`config.mk`:
```
export PLATFORM = sky130hd
export DESIGN_NAME = pip_top
export DESIGN_NICKNAME = d
export VERILOG_FILES = /design/src/inc/pip_pkg.sv /design/src/hdl/pip_top.sv
export SDC_FILE = /design/constraint.sdc
export NUM_CORES = 1
export LEC_CHECK = 0
export BUFFER_PORTS_ARGS = -buffer_cell sky130_fd_sc_hd__buf_2
export CORE_UTILIZATION = 50
export CTS_BUF_LIST = sky130_fd_sc_hd__clkbuf_8
export CTS_CLUSTER_DIAMETER = 80
export CTS_CLUSTER_SIZE = 24
export DETAILED_ROUTE_END_ITERATION = 12
export PLACE_DENSITY = 0.67
export SLEW_MARGIN = 20
export SYNTH_ARGS = -nofsm -noshare
export SYNTH_HDL_FRONTEND = slang
export SYNTH_SLANG_ARGS = --single-unit
```
`constraint.sdc`:
```
create_clock -name i_clk -period 113.9 [get_ports i_clk]
set_clock_uncertainty 0.1 [all_clocks]
set_input_delay 11.39 -clock i_clk [delete_from_list [all_inputs] [get_ports i_clk]]
set_output_delay 11.39 -clock i_clk [all_outputs]
set_load 0.02 [all_outputs]
```
`src/inc/pip_pkg.sv`:
```
/*
 * Shared constants and carrier types for the platform interrupt prioritizer:
 * register byte addresses, field widths, reset values and the bus structs.
 * Assumes a 32-bit Avalon-MM byte address and one machine-mode hart target.
 */
package pip_pkg;

    // ----------------------------------------------------------------------
    // Sizes
    // ----------------------------------------------------------------------
    localparam int unsigned NSRC = 52;       // Real sources, IDs 1..52
    localparam int unsigned PRIO_W = 3;      // Priority and threshold width
    localparam int unsigned ID_W = 6;        // Width of a source ID
    localparam int unsigned HI_BITS = 21;    // Used bits of the high words
    localparam int unsigned WORD_W = 32;     // Bus data width

    // ----------------------------------------------------------------------
    // Register byte addresses
    // ----------------------------------------------------------------------
    localparam logic [31:0] PRIO_BASE = 32'h0C00_0000;  // Slot of absent source 0
    localparam logic [31:0] PRIO_FIRST = 32'h0C00_0004; // Source 1 priority
    localparam logic [31:0] PRIO_LAST = 32'h0C00_00D0;  // Source 52 priority
    localparam logic [31:0] PEND_LO_ADDR = 32'h0C00_1000;
    localparam logic [31:0] PEND_HI_ADDR = 32'h0C00_1004;
    localparam logic [31:0] EN_LO_ADDR = 32'h0C00_2000;
    localparam logic [31:0] EN_HI_ADDR = 32'h0C00_2004;
    localparam logic [31:0] THRESH_ADDR = 32'h0C20_0000;
    localparam logic [31:0] CLAIM_ADDR = 32'h0C20_0004;

    // ----------------------------------------------------------------------
    // Reset values
    // ----------------------------------------------------------------------
    localparam logic [2:0] PRIO_RST = 3'h0;
    localparam logic [2:0] THR_RST = 3'h0;
    localparam logic EN_RST = 1'b0;
    localparam logic [31:0] RDATA_RST = 32'h0000_0000;

    // ----------------------------------------------------------------------
    // Bus carriers
    // ----------------------------------------------------------------------
    typedef struct packed {
        logic read;
        logic write;
        logic [31:0] address;
        logic [31:0] writedata;
        logic [3:0] byteenable;
    } pip_avs_req_t;

    typedef struct packed {
        logic [31:0] readdata;
        logic waitrequest;
    } pip_avs_rsp_t;

endpackage

```
`src/hdl/pip_top.sv`:
```
/*
 * Platform interrupt prioritizer: 52 level sources, per-source priority,
 * pending and enable bits, one threshold and a claim/complete port for a
 * single machine-mode hart, reached over Avalon-MM with waitrequest.
 * Assumes sources may come from another domain (synchronised here) and
 * that the bus master holds each request until waitrequest is low.
 */
// Decided for this implementation: the Avalon-MM register port.
`timescale 1ns/10ps

// Operation
// - Take 52 source inputs with seven nonzero priority levels.
// - Every register is one aligned 32-bit word.
// - Sources are sampled as active-high levels, not edges.
// - ID zero names no source and means no interrupt.
// - IDs: 1 watchdog, 2 clock, 3-4 UARTs, 5-7 SPI, 8-39 GPIO, 40-51 PWM, 52 I2C.
// - Priority word at base plus four times ID, bits 2:0, rest zero.
// - A source with priority zero is never presented.
// - Priority one is lowest active, seven is highest.
// - Equal priorities resolve to the smallest ID.
// - Pending reads as two words, bit N mod 32 of word N/32.
// - Pending bit zero of the low word reads zero.
// - Pending clears only by enabling the source and claiming it.
// - Pending words read-only, reset zero, high word bits 31:21 zero.
// - Enable words sit at the two consecutive enable offsets, read-write.
// - Threshold and claim/complete sit at consecutive offsets, read-write.
// - One enable bit per source, packed like pending, bit zero fixed zero.
// - Priorities at or below the threshold are masked from the hart.
// - Claim read returns best enabled pending ID or zero, clears it, ignores threshold.
// - Completion writes the ID; unchecked against claim; ignored if not enabled.
module pip_top
(
    input wire logic i_clk,                          // Core clock, 250 MHz
    input wire logic i_srst,                         // Synchronous reset, high
    input wire logic [pip_pkg::NSRC:1] i_src,        // Bit N is source ID N
    input wire pip_pkg::pip_avs_req_t i_avs_req,     // Avalon-MM request
    output pip_pkg::pip_avs_rsp_t o_avs_rsp,         // Avalon-MM answer
    output logic o_ext_irq                           // External interrupt to hart
);

    // ----------------------------------------------------------------------
    // State
    // ----------------------------------------------------------------------
    logic [pip_pkg::NSRC:1] src_meta_q;
    logic [pip_pkg::NSRC:1] src_sync_q;
    logic [pip_pkg::NSRC:1] pend_q;
    logic [pip_pkg::NSRC:1] insvc_q;
    logic [pip_pkg::NSRC:1] en_q;
    logic [pip_pkg::PRIO_W-1:0] prio_q [pip_pkg::NSRC:1];
    logic [pip_pkg::PRIO_W-1:0] thr_q;
    logic ack_q;
    logic [31:0] rdata_q;
    logic irq_q;

    // ----------------------------------------------------------------------
    // Bus decode
    // ----------------------------------------------------------------------
    // One access is acted on at the edge where it is first seen
    wire logic req = i_avs_req.read | i_avs_req.write;
    wire logic act = req & ~ack_q;
    wire logic [31:0] addr = i_avs_req.address;
    wire logic [31:0] wdata = i_avs_req.writedata;
    wire logic aligned = (addr[1:0] == 2'h0);
    wire logic full_word = (i_avs_req.byteenable == 4'hF);
    wire logic prio_hit = aligned && addr >= pip_pkg::PRIO_FIRST
                          && addr <= pip_pkg::PRIO_LAST;
    wire logic [pip_pkg::ID_W-1:0] prio_idx = addr[pip_pkg::ID_W+1:2];
    wire logic pend_lo_hit = (addr == pip_pkg::PEND_LO_ADDR);
    wire logic pend_hi_hit = (addr == pip_pkg::PEND_HI_ADDR);
    wire logic en_lo_hit = (addr == pip_pkg::EN_LO_ADDR);
    wire logic en_hi_hit = (addr == pip_pkg::EN_HI_ADDR);
    wire logic thr_hit = (addr == pip_pkg::THRESH_ADDR);
    wire logic claim_hit = (addr == pip_pkg::CLAIM_ADDR);
    wire logic wr_ok = act & i_avs_req.write & full_word;
    wire logic claim_go = act & i_avs_req.read & claim_hit;
    wire logic cmp_go = wr_ok & claim_hit;

    // Packed views: bit 0 stands for absent source 0, top bits reserved
    wire logic [63:0] pend_vec = {11'h000, pend_q, 1'b0};
    wire logic [63:0] en_vec = {11'h000, en_q, 1'b0};

    // ----------------------------------------------------------------------
    // Selection
    // ----------------------------------------------------------------------
    logic [pip_pkg::ID_W-1:0] best_id;
    logic [pip_pkg::PRIO_W-1:0] best_prio;

    // Ascending scan, strictly greater: zero never wins, lowest ID wins ties
    always_comb
    begin
        best_id = '0;
        best_prio = '0;
        for (int i = 1; i <= int'(pip_pkg::NSRC); i++)
        begin
            if (pend_q[i] && en_q[i] && prio_q[i] > best_prio)
            begin
                best_prio = prio_q[i];
                best_id = pip_pkg::ID_W'(i);
            end
        end
    end

    // Completion ID must name a real, currently enabled source
    wire logic [pip_pkg::ID_W-1:0] cmp_id = wdata[pip_pkg::ID_W-1:0];
    wire logic cmp_valid = cmp_go && (wdata[31:pip_pkg::ID_W] == '0)
                           && en_vec[cmp_id];

    // Per-source claim and completion strobes
    logic [pip_pkg::NSRC:1] claim_vec;
    logic [pip_pkg::NSRC:1] cmp_vec;

    always_comb
    begin
        for (int i = 1; i <= int'(pip_pkg::NSRC); i++)
        begin
            claim_vec[i] = claim_go && (best_id == pip_pkg::ID_W'(i));
            cmp_vec[i] = cmp_valid && (cmp_id == pip_pkg::ID_W'(i));
        end
    end

    // Read data multiplexer; unmapped addresses read zero
    wire logic [31:0] rd_mux =
        prio_hit ? {29'h0, prio_q[prio_idx]} :
        pend_lo_hit ? pend_vec[31:0] :
        pend_hi_hit ? pend_vec[63:32] :
        en_lo_hit ? en_vec[31:0] :
        en_hi_hit ? en_vec[63:32] :
        thr_hit ? {29'h0, thr_q} :
        claim_hit ? {26'h0, best_id} :
        32'h0000_0000;

    // ----------------------------------------------------------------------
    // Source synchroniser
    // ----------------------------------------------------------------------
    // Two stages before any logic sees a source level
    always_ff @(posedge i_clk)
    begin
        if (i_srst)
        begin
            src_meta_q <= '0;
            src_sync_q <= '0;
        end
        else
        begin
            src_meta_q <= i_src;
            src_sync_q <= src_meta_q;
        end
    end

    // ----------------------------------------------------------------------
    // Gateways and pending bits
    // ----------------------------------------------------------------------
    // Level sets pending unless in service; claim clears and marks in service
    always_ff @(posedge i_clk)
    begin
        if (i_srst)
        begin
            pend_q <= '0;
            insvc_q <= '0;
        end
        else
        begin
            pend_q <= ~claim_vec & (pend_q | (src_sync_q & ~insvc_q));
            insvc_q <= claim_vec | (insvc_q & ~cmp_vec);
        end
    end

    // ----------------------------------------------------------------------
    // Software registers
    // ----------------------------------------------------------------------
    // Priorities, enables and threshold; partial-word writes are ignored
    always_ff @(posedge i_clk)
    begin
        if (i_srst)
        begin
            for (int i = 1; i <= int'(pip_pkg::NSRC); i++)
            begin
                prio_q[i] <= pip_pkg::PRIO_RST;
            end
            en_q <= {pip_pkg::NSRC{pip_pkg::EN_RST}};
            thr_q <= pip_pkg::THR_RST;
        end
        else
        begin
            if (wr_ok && prio_hit)
            begin
                prio_q[prio_idx] <= wdata[pip_pkg::PRIO_W-1:0];
            end
            if (wr_ok && en_lo_hit)
            begin
                en_q[31:1] <= wdata[31:1];
            end
            if (wr_ok && en_hi_hit)
            begin
                en_q[pip_pkg::NSRC:32] <= wdata[pip_pkg::HI_BITS-1:0];
            end
            if (wr_ok && thr_hit)
            begin
                thr_q <= wdata[pip_pkg::PRIO_W-1:0];
            end
        end
    end

    // ----------------------------------------------------------------------
    // Bus answer and hart request
    // ----------------------------------------------------------------------
    // Answer one cycle after the request is seen; read data captured then
    always_ff @(posedge i_clk)
    begin
        if (i_srst)
        begin
            ack_q <= 1'b0;
            rdata_q <= pip_pkg::RDATA_RST;
            irq_q <= 1'b0;
        end
        else
        begin
            ack_q <= act;
            if (act && i_avs_req.read)
            begin
                rdata_q <= rd_mux;
            end
            irq_q <= (best_prio > thr_q);
        end
    end

    assign o_avs_rsp.readdata = rdata_q;
    assign o_avs_rsp.waitrequest = act;
    assign o_ext_irq = irq_q;

    // Helper: some eligible source beats or ties the chosen one unfairly
    logic sel_wrong;

    always_comb
    begin
        sel_wrong = 1'b0;
        for (int i = 1; i <= int'(pip_pkg::NSRC); i++)
        begin
            if (pend_q[i] && en_q[i] && prio_q[i] != '0)
            begin
                if (prio_q[i] > best_prio)
                begin
                    sel_wrong = 1'b1;
                end
                if (prio_q[i] == best_prio && pip_pkg::ID_W'(i) < best_id)
                begin
                    sel_wrong = 1'b1;
                end
            end
        end
    end

    // Helper: last priority write seen, kept apart from the register array
    logic [pip_pkg::ID_W-1:0] chk_idx_q;
    logic [pip_pkg::PRIO_W-1:0] chk_val_q;
    logic chk_seen_q;

    always_ff @(posedge i_clk)
    begin
        if (i_srst)
        begin
            chk_idx_q <= '0;
            chk_val_q <= '0;
            chk_seen_q <= 1'b0;
        end
        else if (wr_ok && prio_hit)
        begin
            chk_idx_q <= prio_idx;
            chk_val_q <= wdata[pip_pkg::PRIO_W-1:0];
            chk_seen_q <= 1'b1;
        end
    end
endmodule

```
==> metrics.yaml <==
synthTopCellsByArea: "dfxtp_1 (21%), edfxtp_1 (21%), mux4_2 (6.1%)"
ir_worst_vdd_mv: 0.0126
grt_pass1_vias: 23700
power_density_nw_per_um2: 10.7
syn_inst: 3071
path_class: "flop to flop"
startpoint: "en_q[1]$_SDFFE_PP0P_"
worst-slew-pin-transition_ns: 1.18
async_flop_share: 0
grt_pass1_wl_um: 151000
dp_cells: 3842
grt_usage: 0.359
chipHeight_um: 237
synth-compound-area-share: 0.208
reg2regPathDepth: 333
start_util: 0.510
routed_wl_um: 102000
core_um2: 54200
clock.fmax_mhz: 13.8
synth_mux_area_frac: 0.0723
ys_warn_count: 0
die_area_um2: 56300
worstPathArrival_ns: 72.81
rr_endpoint: "pend_q[24]$_SDFF_PP0_"
crit-reg2reg-launch: "en_q[1]$_SDFFE_PP0P_"
syn_avg_cell_area_um2: 9.01
start_kind: "flop"
cts_resized: 0
antenna_found_initial: 1
n_fill_cell: 5042
critPathTopFamily: "compound AO/OA/AOI/OAI gates"
numCtsBuffers: 31
p_clk_frac: 0.304
nNetsFinal: 3364
seqPwrFrac: 0.610
yosys.area_share.adder: 0.0338
viasPerCell: 6.55
clkSinkCount: 489
grt_overflow: 0
slew_headroom: 0.203
cpMaxStageDelayCell: "nor3_2"
ant_nets: 0
power.total_uw: 318
synth-edff-count: 192
yosysSeqAreaShare: 0.423
yosysTopAreaCell: "dfxtp_1"
path_buf_inv: 3
num_vias: 25500
io_pins: 158
port_buffers: 157
rows: 85
finalHoldViolations: 0
p_sw_frac: 0.279
finalCritPeriodShare: 0.634
synth_seq_cells: 489
drt_first_pass_iters: 6
post_route_cells_drive_above_1_share: 0.132
status: "finished clean"
hold-path-endpoint: "src_sync_q[51]$_SDFF_PP0_"
die_x_um: 237
hold_path_depth: 1
dp_hpwl_um: 78800
grt_max_degree: 102
hold_path.class: "flop to flop"
p_comb_frac: 0.086
wl_per_cell_um: 26.3
h-tree-depth: 1
p_int_uw: 229
finalSetupTns_ns: 0
synth_top_family_by_area: "simple AND/OR/NAND/NOR gates"
ff2ff_setup_slack_ns: 41.64
seqCellArea_um2: 11700
synth-simple-area-share: 0.229
p_sw_uw: 88.8
cts.path.max_buffers: 3
slowest_delay_ns: 0.86
yosysUniqueCellTypes: 113
post_cts_buffers: 0
syn_area_um2: 27700
clkLatencyLatePin_ns: 0.72
area_growth_pct: 7.73
multi_input_area_um2: 15200
crit_top_cell: "nor2_1"
drtIter0Drc: 3109
drcViolationCount: 0
stdcell_area_um2: 29800
required_ns: 114.45
final_cell_mix: "nor2_1 (338), nand2_1 (322), dfxtp_1 (297)"
dpl_cell_area_um2: 29100
hp-start: "src_meta_q[51]$_SDFF_PP0_"
fin_crit_ns: 72.26
stdcell_count: 3895
crit_fanout: 14
final-setup-viol-count: 0
max-cap-violations: 0
ctsHoldBuffers: 0
synthXorXnorAreaFrac: 0
mostFrequentLayoutCell: "nor2_1"
tritoncts: "yes"
cts_root_buffer: "clkbuf_8"
clk_pin_slew_ns: 0.15
place_congestion: 1.03
yosys_most_used_dff: "dfxtp_1"
critPathCaptureType: "flop"
synth_top_cell_area_share: 0.215
p_leak_uw: 0.0111
rsz0062_at_grt: "no"
slew_violations: 0
==> routing by layer <==
layer  vias to the layer above  part of all wire  global-route usage
met5                         -                 0                   0
met2                      1423              0.42               0.530
met3                       212              0.11              0.0834
met1                     12400              0.41               0.500
met4                         0             0.056               0.162
li1                      11500                 -                   -
==> cell families (layout without fill, tap and decap cells) <==
family / Yosys count / in the layout
other cells: 1 / 38
buf+inv: 238 / 329
compound gates: 880 / 880
simple gates: 1281 / 1281
flops: 489 / 489
fa+ha+maj: 78 / 78
mux: 104 / 104
==> area by class of cell <==
type / instances / area share
Antenna cell: 2 / 0.000168
Clock buffer: 31 / 0.0143
Clock inverter: 20 / 0.00882
Inverter: 95 / 0.0120
Multi-Input combinational cell: 2379 / 0.509
Sequential cell: 489 / 0.393
Tap cell: 696 / 0.0292
Timing Repair Buffer: 183 / 0.0332
==> power by group through the flow <==
stage	combinational (uW)	sequential, uW	clock, uW
6_report	27.3	194	96.8
5_1_grt	29.0	195	104
4_1_cts	26.7	194	97.2
3_5_place_dp	26.5	198	0
3_3_place_gp	26.1	198	0
2_1_floorplan	16.5	195	0
==> registers in the layout, summed over array words and instances (netlist names), 3 cells and up <==
register,flops
en_q,52
insvc_q,52
pend_q,52
prio_q,192
rdata_q,32
src_meta_q,52
src_sync_q,52
thr_q,3
==> how the worst max path moves through the flow <==
stage	to	slack, ns	depth (start not counted)
floorplan	pend_q[46]$_SDFF_PP0_	51.79	336
global placement	pend_q[24]$_SDFF_PP0_	44.76	334
detailed placement	pend_q[24]$_SDFF_PP0_	42.79	333
CTS	pend_q[24]$_SDFF_PP0_	42.52	333
global route	pend_q[25]$_SDFF_PP0_	36.04	333
finish	pend_q[24]$_SDFF_PP0_	41.64	333
==> Yosys cell counts, types with 14 or more instances <==
master / n
nor2_1: 341
nand2_1: 322
dfxtp_1: 297
o21ai_0: 230
a21oi_1: 224
edfxtp_1: 192
nor2b_1: 172
clkbuf_1: 121
nand3_1: 106
inv_1: 94
and2_1: 84
mux4_2: 75
ha_1: 61
a22oi_1: 57
o211ai_1: 49
a31oi_1: 46
and3_1: 46
nor3_1: 44
nand2b_1: 33
a211oi_1: 25
o22ai_1: 25
nor4_1: 24
or2_2: 24
o21a_1: 22
o211a_1: 21
nand4_1: 18
mux2_2: 17
a21o_1: 16
maj3_1: 16
buf_1: 15
or3_1: 14
==> stage by stage <==
stage / util / hold slack (ns) / setup slack (ns)
final: 0.549 / 0.337 / 41.64
after CTS: 0.549 / 0.344 / 42.52
after detailed placement: 0.537 / 0.322 / 42.79
after floorplan: - / 0.314 / 51.79
after global routing: 0.549 / 0.360 / 36.04
after global placement: 0.537 / 0.320 / 44.76
(Power assumes the default switching activity.)
